==> src/core/otpcs_pkg.sv <==
// Package with addresses, field positions, codes and states of the OTP status/FIFO block.
package otpcs_pkg;
  // ==========================================================================
  // Register byte addresses.
  localparam logic [31:0] ADDR_CTRL     = 32'h4000_8000;
  localparam logic [31:0] ADDR_STAT     = 32'h4000_8008;
  localparam logic [31:0] ADDR_DMA      = 32'h4000_800c;
  localparam logic [31:0] ADDR_CELL     = 32'h4000_8010;
  localparam logic [31:0] ADDR_COUNT    = 32'h4000_8014;
  localparam logic [31:0] ADDR_PORT     = 32'h4000_8018;
  localparam logic [31:0] ADDR_LAST     = 32'h4000_801c;
  localparam logic [31:0] ADDR_IRQ_STAT = 32'h4000_8020;
  localparam logic [31:0] ADDR_IRQ_MASK = 32'h4000_8024;
  // ==========================================================================
  // Control register fields.
  localparam int CTRL_MODE_LSB = 0;
  localparam int CTRL_DMA_BIT  = 4;
  localparam int CTRL_PSEL_BIT = 5;
  localparam int CTRL_GO_BIT   = 8;
  // Status register fields.
  localparam int STAT_NWORDS_LSB = 16;
  localparam int STAT_PERR_U     = 13;
  localparam int STAT_PERR_L     = 12;
  localparam int STAT_FWORDS_LSB = 8;
  localparam int STAT_ARDY       = 4;
  localparam int STAT_TERR       = 3;
  localparam int STAT_TRDY       = 2;
  localparam int STAT_PERR       = 1;
  localparam int STAT_PRDY       = 0;
  // Interrupt status and mask bits.
  localparam int IRQ_AUTO_DONE = 0;
  localparam int IRQ_TEST_DONE = 1;
  localparam int IRQ_MAN_DONE  = 2;
  localparam int IRQ_PROG_FAIL = 3;
  // ==========================================================================
  // FIFO geometry and bus answers.
  localparam int          FIFO_DEPTH  = 8;
  localparam logic [3:0]  FIFO_FULL   = 4'h8;
  localparam logic [1:0]  RESP_OKAY   = 2'h0;
  localparam logic [1:0]  RESP_SLVERR = 2'h2;
  localparam logic [13:0] ONE14       = 14'h1;
  // Operating modes, also the operation code sent to the macrocell.
  localparam logic [2:0] MODE_STANDBY    = 3'h0;
  localparam logic [2:0] MODE_AUTO_READ  = 3'h1;
  localparam logic [2:0] MODE_AUTO_PROG  = 3'h2;
  localparam logic [2:0] MODE_MAN_PROG   = 3'h3;
  localparam logic [2:0] MODE_BLANK_TEST = 3'h4;
  localparam logic [2:0] MODE_DEC_TEST   = 3'h5;
  localparam logic [2:0] MODE_TWRITE     = 3'h6;
  // Sequencer states.
  typedef enum logic [2:0] {
    S_IDLE = 3'b001,
    S_RUN  = 3'b010,
    S_CELL = 3'b100
  } otpcs_state_t;
endpackage : otpcs_pkg

==> src/core/otpcs_ctrl.sv <==
// OTP controller status, address, word-count and FIFO port block with AXI4-Lite slave.
`timescale 1ns/1ps
`default_nettype none
module otpcs_ctrl (
  input  wire logic        clk,
  input  wire logic        rst_n,
  input  wire logic [31:0] awaddr,
  input  wire logic        awvalid,
  output logic             awready,
  input  wire logic [31:0] wdata,
  input  wire logic [3:0]  wstrb,
  input  wire logic        wvalid,
  output logic             wready,
  output logic [1:0]       bresp,
  output logic             bvalid,
  input  wire logic        bready,
  input  wire logic [31:0] araddr,
  input  wire logic        arvalid,
  output logic             arready,
  output logic [31:0]      rdata,
  output logic [1:0]       rresp,
  output logic             rvalid,
  input  wire logic        rready,
  output logic             irq,
  output logic             cellReq,
  output logic [2:0]       cellOp,
  output logic [12:0]      cellAddr,
  output logic [31:0]      cellWdata,
  input  wire logic        cellAck,
  input  wire logic [31:0] cellRdata,
  input  wire logic        cellFailUpper,
  input  wire logic        cellFailLower,
  output logic             dmaReq,
  output logic             dmaWrite,
  output logic [31:0]      dmaAddr,
  output logic [31:0]      dmaWdata,
  input  wire logic        dmaAck,
  input  wire logic [31:0] dmaRdata
);
  // ==========================================================================
  // State record.
  typedef struct packed {
    otpcs_pkg::otpcs_state_t st;
    logic [2:0]              modeSel;
    logic                    dmaEn;
    logic                    portSel;
    logic [2:0]              opMode;
    logic [29:0]             dmaWordAddr;
    logic [12:0]             cellAddr;
    logic [12:0]             wordCount;
    logic [13:0]             remaining;
    logic [13:0]             dmaLeft;
    logic [31:0]             portWord;
    logic [31:0]             lastRead;
    logic [7:0][31:0]        mem;
    logic [2:0]              rdPtr;
    logic [2:0]              wrPtr;
    logic [3:0]              count;
    logic                    cellReq;
    logic [31:0]             cellWdata;
    logic                    dmaReq;
    logic                    dmaWrite;
    logic [31:0]             dmaWdata;
    logic                    testFail;
    logic                    progFail;
    logic                    failU;
    logic                    failL;
    logic [3:0]              irqStat;
    logic [3:0]              irqMask;
    logic                    bValid;
    logic [1:0]              bResp;
    logic                    rValid;
    logic [31:0]             rData;
    logic [1:0]              rResp;
  } otpcs_regs_t;

  otpcs_regs_t q;
  otpcs_regs_t d;

  // Byte-lane merge of a write into an existing word.
  function automatic logic [31:0] otpcs_merge(input logic [31:0] old, input logic [31:0] nw,
                                              input logic [3:0] strb);
    logic [31:0] r;
    r = old;
    for (int i = 0; i < 4; i++) begin
      if (strb[i]) begin
        r[i*8 +: 8] = nw[i*8 +: 8];
      end
    end
    return r;
  endfunction : otpcs_merge

  // Address decode shared by the read and write paths.
  function automatic logic otpcs_mapped(input logic [31:0] a);
    return a == otpcs_pkg::ADDR_CTRL || a == otpcs_pkg::ADDR_STAT || a == otpcs_pkg::ADDR_DMA
        || a == otpcs_pkg::ADDR_CELL || a == otpcs_pkg::ADDR_COUNT || a == otpcs_pkg::ADDR_PORT
        || a == otpcs_pkg::ADDR_LAST || a == otpcs_pkg::ADDR_IRQ_STAT
        || a == otpcs_pkg::ADDR_IRQ_MASK;
  endfunction : otpcs_mapped

  // ==========================================================================
  // Status view and handshakes.
  logic        wrEn;
  logic        rdEn;
  logic        autoOp;
  logic        autoReady;
  logic        testReady;
  logic        progIdle;
  logic [31:0] head;
  logic [31:0] statWord;

  // Ready bits fall while the matching sequence runs.
  always_comb begin
    autoOp    = q.opMode == otpcs_pkg::MODE_AUTO_READ || q.opMode == otpcs_pkg::MODE_AUTO_PROG;
    autoReady = !(q.st != otpcs_pkg::S_IDLE && autoOp);
    testReady = !(q.st == otpcs_pkg::S_CELL
                  && q.opMode >= otpcs_pkg::MODE_BLANK_TEST);
    progIdle  = !(q.st == otpcs_pkg::S_CELL && (q.opMode == otpcs_pkg::MODE_AUTO_PROG
                  || q.opMode == otpcs_pkg::MODE_MAN_PROG));
    head      = q.mem[q.rdPtr];
    statWord  = '0;
    statWord[otpcs_pkg::STAT_NWORDS_LSB +: 13] = q.remaining[12:0];
    statWord[otpcs_pkg::STAT_PERR_U]           = q.failU;
    statWord[otpcs_pkg::STAT_PERR_L]           = q.failL;
    statWord[otpcs_pkg::STAT_FWORDS_LSB +: 4]  = q.count;
    statWord[otpcs_pkg::STAT_ARDY]             = autoReady;
    statWord[otpcs_pkg::STAT_TERR]             = q.testFail;
    statWord[otpcs_pkg::STAT_TRDY]             = testReady;
    statWord[otpcs_pkg::STAT_PERR]             = q.progFail;
    statWord[otpcs_pkg::STAT_PRDY]             = progIdle;
  end

  // A write is taken when address and data are both offered and no write response is pending.
  assign wrEn    = awvalid && wvalid && !q.bValid;
  assign awready = wrEn;
  assign wready  = wrEn;
  assign rdEn    = arvalid && !q.rValid;
  assign arready = rdEn;

  // ==========================================================================
  // Next-state logic.
  always_comb begin
    logic [31:0] mw;
    logic        go;
    logic        swPush;
    logic        swPop;
    logic        hwPush;
    logic        hwPop;
    logic [31:0] pushData;
    logic [3:0]  irqSet;
    logic [31:0] mt;
    mw       = otpcs_merge(q.portWord, wdata, wstrb);
    go       = 1'b0;
    swPush   = 1'b0;
    swPop    = 1'b0;
    hwPush   = 1'b0;
    hwPop    = 1'b0;
    pushData = '0;
    irqSet   = '0;
    mt       = '0;
    d        = q;

    // Bus answers retire on their ready.
    if (q.bValid && bready) begin
      d.bValid = 1'b0;
    end
    if (q.rValid && rready) begin
      d.rValid = 1'b0;
    end

    // Register writes.
    if (wrEn) begin
      d.bValid = 1'b1;
      d.bResp  = otpcs_mapped(awaddr) ? otpcs_pkg::RESP_OKAY : otpcs_pkg::RESP_SLVERR;
      case (awaddr)
        otpcs_pkg::ADDR_CTRL: begin
          if (wstrb[0]) begin
            d.modeSel = wdata[otpcs_pkg::CTRL_MODE_LSB +: 3];
            d.dmaEn   = wdata[otpcs_pkg::CTRL_DMA_BIT];
            d.portSel = wdata[otpcs_pkg::CTRL_PSEL_BIT];
          end
          go = wstrb[1] && wdata[otpcs_pkg::CTRL_GO_BIT];
        end
        otpcs_pkg::ADDR_DMA: begin
          mt            = otpcs_merge({q.dmaWordAddr, 2'b00}, wdata, wstrb);
          d.dmaWordAddr = mt[31:2];
        end
        otpcs_pkg::ADDR_CELL: begin
          mt         = otpcs_merge({19'h0, q.cellAddr}, wdata, wstrb);
          d.cellAddr = mt[12:0];
        end
        otpcs_pkg::ADDR_COUNT: begin
          mt          = otpcs_merge({19'h0, q.wordCount}, wdata, wstrb);
          d.wordCount = mt[12:0];
        end
        otpcs_pkg::ADDR_PORT: begin
          d.portWord = mw;
          swPush     = q.modeSel == otpcs_pkg::MODE_AUTO_PROG && !q.dmaEn
                       && q.count != otpcs_pkg::FIFO_FULL;
        end
        otpcs_pkg::ADDR_IRQ_STAT: begin
          d.irqStat = q.irqStat & ~wdata[3:0];
        end
        otpcs_pkg::ADDR_IRQ_MASK: begin
          d.irqMask = wdata[3:0];
        end
        default: begin
        end
      endcase
    end

    // Register reads; a port read in automatic read mode without DMA pops the FIFO.
    if (rdEn) begin
      d.rValid = 1'b1;
      d.rResp  = otpcs_mapped(araddr) ? otpcs_pkg::RESP_OKAY : otpcs_pkg::RESP_SLVERR;
      swPop    = araddr == otpcs_pkg::ADDR_PORT && q.modeSel == otpcs_pkg::MODE_AUTO_READ
                 && !q.dmaEn && q.count != 4'h0;
      case (araddr)
        otpcs_pkg::ADDR_CTRL:     d.rData = {26'h0, q.portSel, q.dmaEn, 1'b0, q.modeSel};
        otpcs_pkg::ADDR_STAT:     d.rData = statWord;
        otpcs_pkg::ADDR_DMA:      d.rData = {q.dmaWordAddr, 2'b00};
        otpcs_pkg::ADDR_CELL:     d.rData = {19'h0, q.cellAddr};
        otpcs_pkg::ADDR_COUNT:    d.rData = {19'h0, q.wordCount};
        otpcs_pkg::ADDR_PORT:     d.rData = swPop ? head : q.portWord;
        otpcs_pkg::ADDR_LAST:     d.rData = q.lastRead;
        otpcs_pkg::ADDR_IRQ_STAT: d.rData = {28'h0, q.irqStat};
        otpcs_pkg::ADDR_IRQ_MASK: d.rData = {28'h0, q.irqMask};
        default:                  d.rData = '0;
      endcase
      if (swPop) begin
        d.lastRead = head;
      end
    end

    // Sequencer for automatic, manual and test operations.
    case (q.st)
      otpcs_pkg::S_IDLE: begin
        if (go) begin
          d.opMode    = d.modeSel;
          d.remaining = {1'b0, q.wordCount} + otpcs_pkg::ONE14;
          d.dmaLeft   = {1'b0, q.wordCount} + otpcs_pkg::ONE14;
          d.testFail  = 1'b0;
          d.progFail  = 1'b0;
          d.failU     = 1'b0;
          d.failL     = 1'b0;
          case (d.modeSel)
            otpcs_pkg::MODE_AUTO_READ, otpcs_pkg::MODE_AUTO_PROG: d.st = otpcs_pkg::S_RUN;
            otpcs_pkg::MODE_MAN_PROG: begin
              d.st        = otpcs_pkg::S_CELL;
              d.cellReq   = 1'b1;
              d.cellWdata = q.portWord;
            end
            otpcs_pkg::MODE_BLANK_TEST, otpcs_pkg::MODE_DEC_TEST, otpcs_pkg::MODE_TWRITE: begin
              d.st      = otpcs_pkg::S_CELL;
              d.cellReq = 1'b1;
            end
            default: d.st = otpcs_pkg::S_IDLE;
          endcase
        end
      end
      otpcs_pkg::S_RUN: begin
        if (q.modeSel != q.opMode) begin
          d.st = otpcs_pkg::S_IDLE;
        end else if (q.opMode == otpcs_pkg::MODE_AUTO_READ) begin
          if (q.remaining != 14'h0 && q.count != otpcs_pkg::FIFO_FULL) begin
            d.st      = otpcs_pkg::S_CELL;
            d.cellReq = 1'b1;
          end else if (q.remaining == 14'h0 && (!q.dmaEn || (q.count == 4'h0 && !q.dmaReq))) begin
            d.st                          = otpcs_pkg::S_IDLE;
            irqSet[otpcs_pkg::IRQ_AUTO_DONE] = 1'b1;
          end
        end else begin
          if (q.count != 4'h0 && (q.portSel || q.remaining != 14'h0)) begin
            hwPop       = 1'b1;
            d.st        = otpcs_pkg::S_CELL;
            d.cellReq   = 1'b1;
            d.cellWdata = head;
          end else if (!q.portSel && q.remaining == 14'h0 && !q.dmaReq) begin
            d.st                          = otpcs_pkg::S_IDLE;
            irqSet[otpcs_pkg::IRQ_AUTO_DONE] = 1'b1;
          end
        end
      end
      otpcs_pkg::S_CELL: begin
        if (cellAck) begin
          d.cellReq = 1'b0;
          if (autoOp) begin
            d.st       = otpcs_pkg::S_RUN;
            d.cellAddr = q.cellAddr + 13'h1;
            if (!(q.opMode == otpcs_pkg::MODE_AUTO_PROG && q.portSel)) begin
              d.remaining = q.remaining - otpcs_pkg::ONE14;
            end
          end else begin
            d.st = otpcs_pkg::S_IDLE;
          end
          if (q.opMode == otpcs_pkg::MODE_AUTO_READ) begin
            hwPush   = 1'b1;
            pushData = cellRdata;
          end else if (q.opMode == otpcs_pkg::MODE_AUTO_PROG
                       || q.opMode == otpcs_pkg::MODE_MAN_PROG) begin
            d.progFail = cellFailUpper || cellFailLower;
            d.failU    = cellFailUpper;
            d.failL    = cellFailLower;
            irqSet[otpcs_pkg::IRQ_PROG_FAIL] = cellFailUpper || cellFailLower;
            irqSet[otpcs_pkg::IRQ_MAN_DONE]  = q.opMode == otpcs_pkg::MODE_MAN_PROG;
          end else begin
            d.testFail = cellFailUpper || cellFailLower;
            irqSet[otpcs_pkg::IRQ_TEST_DONE] = 1'b1;
          end
        end
      end
      default: d.st = otpcs_pkg::S_IDLE;
    endcase

    // Bus master moves FIFO words when DMA is on.
    if (q.dmaReq) begin
      if (dmaAck) begin
        d.dmaReq      = 1'b0;
        d.dmaWordAddr = q.dmaWordAddr + 30'h1;
        if (q.dmaWrite) begin
          hwPop = 1'b1;
        end else begin
          hwPush    = 1'b1;
          pushData  = dmaRdata;
          d.dmaLeft = q.dmaLeft - otpcs_pkg::ONE14;
        end
      end
    end else if (q.st != otpcs_pkg::S_IDLE && q.dmaEn) begin
      if (q.opMode == otpcs_pkg::MODE_AUTO_READ && q.count != 4'h0) begin
        d.dmaReq   = 1'b1;
        d.dmaWrite = 1'b1;
        d.dmaWdata = head;
      end else if (q.opMode == otpcs_pkg::MODE_AUTO_PROG && q.count != otpcs_pkg::FIFO_FULL
                   && (q.portSel || q.dmaLeft != 14'h0)) begin
        d.dmaReq   = 1'b1;
        d.dmaWrite = 1'b0;
      end
    end

    // FIFO update; only one pusher and one popper are active per mode.
    if (swPush) begin
      pushData = mw;
    end
    if (swPush || hwPush) begin
      d.mem[q.wrPtr] = pushData;
      d.wrPtr        = q.wrPtr + 3'h1;
    end
    if (swPop || hwPop) begin
      d.rdPtr = q.rdPtr + 3'h1;
    end
    d.count = q.count + {3'h0, swPush || hwPush} - {3'h0, swPop || hwPop};
    if (go && q.st == otpcs_pkg::S_IDLE) begin
      d.rdPtr = '0;
      d.wrPtr = '0;
      d.count = '0;
    end

    // Set wins over a software clear in the same cycle.
    d.irqStat = d.irqStat | irqSet;
  end

  // State register with synchronous reset.
  always_ff @(posedge clk) begin
    if (!rst_n) begin
      q    <= '0;
      q.st <= otpcs_pkg::S_IDLE;
    end else begin
      q <= d;
    end
  end

  // ==========================================================================
  // Outputs.
  assign bvalid    = q.bValid;
  assign bresp     = q.bResp;
  assign rvalid    = q.rValid;
  assign rdata     = q.rData;
  assign rresp     = q.rResp;
  assign irq       = |(q.irqStat & q.irqMask);
  assign cellReq   = q.cellReq;
  assign cellOp    = q.opMode;
  assign cellAddr  = q.cellAddr;
  assign cellWdata = q.cellWdata;
  assign dmaReq    = q.dmaReq;
  assign dmaWrite  = q.dmaWrite;
  assign dmaAddr   = {q.dmaWordAddr, 2'b00};
  assign dmaWdata  = q.dmaWdata;

  // ==========================================================================
  // Checks.
  logic cellDoneNow;
  logic fifoIn;
  logic fifoOut;
  assign cellDoneNow = q.st == otpcs_pkg::S_CELL && cellAck;
  assign fifoIn      = d.wrPtr != q.wrPtr && q.st != otpcs_pkg::S_IDLE;
  assign fifoOut     = d.rdPtr != q.rdPtr && q.st != otpcs_pkg::S_IDLE;
endmodule : otpcs_ctrl
`default_nettype wire

==> config.mk <==
export PLATFORM = sky130hd
export DESIGN_NAME = otpcs_ctrl
export DESIGN_NICKNAME = d
export VERILOG_FILES = /design/src/core/otpcs_pkg.sv /design/src/core/otpcs_ctrl.sv
export SDC_FILE = /design/constraint.sdc
export NUM_CORES = 1
export LEC_CHECK = 0
export BUFFER_PORTS_ARGS = -buffer_cell sky130_fd_sc_hd__buf_2
export CORE_MARGIN = 8
export CORE_UTILIZATION = 47
export DETAILED_ROUTE_END_ITERATION = 12
export HOLD_SLACK_MARGIN = 0.1
export PLACE_DENSITY = 0.7
export SLEW_MARGIN = 5
export SYNTH_ARGS = -nofsm -noshare
export SYNTH_HDL_FRONTEND = slang
export SYNTH_SLANG_ARGS = --single-unit
==> constraint.sdc <==
create_clock -name clk -period 2.8 [get_ports clk]
set_input_delay 0.28 -clock clk [delete_from_list [all_inputs] [get_ports clk]]
set_output_delay 0.28 -clock clk [all_outputs]
set_load 0.1 [all_outputs]
-- Yosys cells after proc, flatten, opt, wreduce, memory -nomap -nowiden
Cells that the tools add are included.
- bits of input ports: 175
- word-level logic and storage cells: 318
- output and inout port bits: 157
- bits in registers: 542
- reduce and logical (&&, ||, !) cells: 89
- mux-type cells: 119
- equality and inequality tests: 51
- bitwise operators: 6
- magnitude comparators: 4
- add/subtract/negate cells: 9
- operators by type and width (operator ; count):
    $eq 32x31->1 const B ; 18
    $mux 32 ; 13
    $pmux 32 s9 ; 1
    $bwmux 256 ; 1
    $mux 33 ; 3
    $mux 14 ; 7
    $bmux 32 s3 ; 1
    $demux 32 s3 ; 1
    $mux 30 ; 3
    $mux 8 ; 10
    $mux 13 ; 5
    $pmux 32 s2 ; 1
    $mux 56 ; 1
    $mux 3 ; 12
    $mux 1 ; 35
    $mux 35 ; 1
    $mux 34 ; 1
    $add 30x1->30 const B ; 1
    $mux 28 ; 1
    $pmux 14 s2 ; 1
    $reduce_bool 14->1 ; 2
    $sub 14x1->14 const B ; 2
    $logic_and 1x1->1 ; 27
    $mux 5 ; 5
    other kinds (44) ; 125

-- Longest topological paths before layout
- depth in word-level cells: 12
- depth in mapped cells: 14
- mapped depth without buffers: 13

-- Worst setup path after synthesis
Ideal clock, no wire load.
- path kind: register to register
- from: reg q (netlist bit dmaReq)
- to: reg q[118] in the netlist's numbering
- period minus slack after synthesis: 3122 ps
- buffers on the path: 2
- setup time: 115 ps
- data required time: 2685 ps
- arrival time: 3007 ps
- path slack: -322 ps
- stages on the path, launching flop included: 12
- cells stage by stage: dfxtp_1 > buf_2 > and2_0 > nand2b_1 > nand2_1 > nor2_1 > buf_4 > ha_1 > inv_1 > ha_1 > fa_1 > and3_1
- cells in the longest elaborated chain, start to end: 4
- elaborated cells on any way between the ends: 6
- classes of those cells: 2 x add/sub; 2 x mux; 2 x reduce/logical
- ends and longest elaborated chain (item ; line ; text):
    from (decl) ; otpcs_ctrl.sv:77 ; otpcs_regs_t q;
    $mux 1 ; otpcs_ctrl.sv:316 ; if (q.dmaReq) begin
    $logic_or 1x1->1 ; otpcs_ctrl.sv:351 ; d.count = q.count + {3'h0, swPush || hwPush} - {3'h0, swPop || hwPop};
    $add 4x1->4 ; otpcs_ctrl.sv:351 ;
    $sub 4x1->4 * ; otpcs_ctrl.sv:351 ;
Every way passes the cells marked *; elsewhere a longest branch is shown, timed or not.
A chain may end at the register's enable or synchronous reset.

-- Final worst setup path
- from: reg q[119] in the netlist's numbering
- to: reg q[237] in the netlist's numbering
- cells in the longest elaborated chain, start to end: 6
- elaborated cells on any way between the ends: 7
- classes of those cells: 1 x eq/ne; 4 x mux; 2 x reduce/logical
- ends and longest elaborated chain (item ; line ; text):
    $ne 4x4->1 * ; otpcs_ctrl.sv:199 ; && q.count != otpcs_pkg::FIFO_FULL;
    $logic_and 1x1->1 * ; otpcs_ctrl.sv:199 ;
    $mux 1 * ; otpcs_ctrl.sv:175 ; case (awaddr)
    $mux 1 * ; otpcs_ctrl.sv:172 ; if (wrEn) begin
    $mux 32 ; otpcs_ctrl.sv:341 ; if (swPush) begin
    $bwmux 256 ; otpcs_ctrl.sv:345 ; d.mem[q.wrPtr] = pushData;
Marks and branches as above.

==> qor.yml <==
final_nets: 3212
diodes: 0
p_seq_share_pct: 46.7
synth_area_leaders: "dfxtp_1 41%, a22o_1 9.1%, mux4_2 5.4%, mux2i_1 5.4%, buf_4 4.5%"
p_int_w: 0.0126
ys.warnings.count: 0
start_util_pct: 47.3
vias_per_cell: 6.52
p_leak_nw: 12.9
tns_ps: -4240
rsz0062_at_grt: "yes"
drv_slew: 0
critical_path_buf_inv_count: 4
cts_tree: "built"
ys_types: 96
cts_htree_levels: 2
dieArea_um2: 64200
power_w: 0.0165
clock_sinks: 540
synth_edf_count: 0
cp_cell_sequence: "inv_2 > ha_2 > nor3b_4 > or4_4 > nor4_4 > buf_4 > or2_4 > buf_6 > nand3_4 > buf_16 > a22o_1"
peakVddDrop_uv: 429
synth_area_per_cell_um2: 9.78
dr.pass1.iters: 9
clock.fmax_ghz: 0.346
drc: 0
crit_required_ps: 3310
violations: "setup timing"
overflow: 0
fp.coreArea_um2: 56100
hold_path_class: "primary input to flop"
grt.busiest_layer: "met2"
synth.top_cell.area_share_pct: 40.8
async_reset_ff_share_pct: 0
clkTransAtPathRegs_ps: 60
synth-seq-cells: 540
period_needed_ps: 2890
path_delay_family: "simple AND/OR/NAND/NOR gates"
row_count: 87
postSynthCellCount: 2709
clk_path_buf_depth: 3
use_met1_pct: 40.7
p_switching_w: 0.00391
grt_first_pass_wirelength_um: 156000
layout.cells.non_filler: 3823
slew_headroom_pct: 41.2
critPathSlowestCell: "or4_4"
holdWs_ps: 140
switching_share_pct: 23.7
grt_use_total_pct: 31.7
cts_made_buffers: 54
crit_type: "flop to flop"
finalHoldViolations: 0
worstPathArrival_ps: 3400
cap_violations: 0
powerDensity_nw_per_um2: 507
status: "complete, but fails checks"
port_buffers: 327
use_met3_pct: 6.75
worst_pin_slew_ps: 864
crit_fanout: 6
syn2layout_area_growth_pct: 22.6
pwr-share-comb_pct: 5.7
synth_ff_type: "dfxtp_1"
wirelength_um: 108000
p_clk_share_pct: 47.7
setup_slack_ps: -93.1
die-width_um: 253
ios: 332
place_inst: 3623
root_buffer: "clkbuf_16"
drive_above_1_share_pct: 29.6
antenna_found_initial: 0
clk_latency_ps: 630
routedWlPerCell_um: 28.3
synth_top_area_cell: "dfxtp_1"
die_h_um: 253
regArea_um2: 10800
dp.final_hpwl_um: 72200
finalCritPeriodShare_pct: 103
place.gp.congestion: 0.971
endpoint_kind: "flop"
met2_usage_pct: 50.0
ys_seq_area_share_pct: 40.8
syn-cell-area_um2: 26500
ant_nets: 0
first_iter_violations: 2975
clock_skew_ps: 16.4
nFillCells: 4634
critPathLaunchType: "flop"
first_global_vias: 24200
cpPeakStageDelay_ps: 500
setup-violations-final: 97
multi_input_area_um2: 13800
grt_start_max_net_pins: 61
routed-via-count: 24900
-- metrics by stage --
step	instance area, um^2	utilization, %	worst slack (ps)
5_1_grt	32500	58.0	-155
4_1_cts	32200	57.5	-90.5
2_1_floorplan	26500	-	-27.9
3_3_place_gp	28900	51.5	-88.6
6_report	32500	58.0	-93.1
3_5_place_dp	28900	51.5	-135
-- cells by family (layout without fill, tap and decap cells) --
group / after synthesis / after routing / share of synthesized area [%]
compound gates: 816 / 816 / 23.7
other cells: 1 / 4 / 0.0142
xor+xnor: 32 / 32 / 1.06
fa+ha+maj: 15 / 15 / 0.737
mux: 226 / 227 / 11.7
flops: 540 / 540 / 40.8
simple gates: 688 / 688 / 13.8
buf+inv: 391 / 745 / 8.21
-- layer usage --
layer  wire [um]  part of all wire, %
met5           0                    0
met4        6190                  5.7
met2       48900                   45
met1       41500                   38
met3       11700                   11
-- worst paths after layout --
| path | start | end | slack, ps | depth (start not counted) |
|---|---|---|---|---|
| worst max-delay path | q[119] | q[237] | -90 | 11 |
| worst min-delay path | wdata[8] | q[483] | 140 | 3 |
| worst max register to register | q[119] | q[237] | -90 | 11 |
| worst min register to register | rdata[28] | rdata[28] | 470 | 1 |
-- final cells by class --
| type | instances | area share (%) |
|---|---|---|
| multi-input combinational | 1782 | 42.6 |
| sequential | 540 | 33.3 |
| timing repair buffer | 617 | 15.0 |
| inverter | 27 | 0.327 |
| clock buffer | 74 | 4.89 |
| clock inverter | 27 | 0.986 |
| tap | 756 | 2.91 |
-- placed cells by master (no fill, tap or decap), types with 15 or more instances in the layout --
master / instances
a211oi_1: 52
a211oi_2: 20
a21oi_1: 101
a21oi_2: 28
a221oi_1: 47
a222oi_1: 22
a22o_1: 276
a31oi_1: 24
and3_1: 22
buf_12: 30
buf_16: 15
buf_2: 327
buf_4: 180
clkbuf_16: 65
dfxtp_1: 533
dlygate4sd3_1: 35
inv_1: 24
mux2_2: 18
mux2i_1: 142
mux4_2: 64
nand2_1: 126
nand2b_1: 18
nand3_1: 37
nand4_1: 25
nor2_1: 256
nor3_1: 44
nor4_1: 26
o211ai_1: 43
o21ai_0: 89
o31ai_1: 31
xnor2_1: 21
-- power by group through the flow --
stage               Clock (W)  Combinational (W)  Sequential (W)
floorplan                   0           0.000333         0.00788
global placement            0           0.000702         0.00786
detailed placement          0           0.000707         0.00786
CTS                   0.00784           0.000880         0.00769
global route          0.00820           0.000953         0.00769
finish                0.00785           0.000932         0.00769
-- Yosys cell counts (11+ instances only) --
master,n
buf_4,159
inv_1,27
a211oi_2,20
and2_1,14
a222oi_1,22
a221oi_1,48
nor4_2,14
nand4_1,25
nor2_1,258
and3_1,23
a21oi_1,102
mux2i_1,143
dfxtp_1,540
or2_2,11
nor3_1,45
or3_1,11
xnor2_1,22
o31ai_1,31
buf_1,13
nor4_1,26
nand2_1,126
buf_2,57
ha_1,14
a211oi_1,52
nand3_1,45
a31oi_1,24
a22oi_1,11
clkbuf_1,129
o211ai_1,43
a22o_1,276
a21oi_2,27
nand2b_1,18
mux2_2,18
mux4_2,64
o21ai_0,89
-- flip-flops by register name, summed over array words and instances (netlist names) --
register / flops
dmaReq: 1
cellAddr: 13
dmaWdata: 32
rresp: 1
rdata: 32
cellWdata: 32
rvalid: 1
cellReq: 1
bvalid: 1
dmaWrite: 1
cellOp: 3
bresp: 1
dmaAddr: 30
q: 391
-- worst reg2reg max path, stage by stage (launching register included) --
cell	delay [ps]
dfxtp_2	340
inv_2	50
ha_2	160
nor3b_4	150
or4_4	500
nor4_4	280
buf_4	230
or2_4	200
buf_6	120
nand3_4	230
buf_16	280
a22o_1	240
-- timing repair --
action | in CTS | in global routing
resized for setup | 84 | 10
endpoints found under the hold margin | 76 | 0
gates cloned | 19 | 10
hold buffers | 35 | 0
setup buffers | 37 | 4
pin swaps | 118 | 85
endpoints found under the setup margin | 254 | 291
Note: power is estimated with default switching activity, not from simulation.
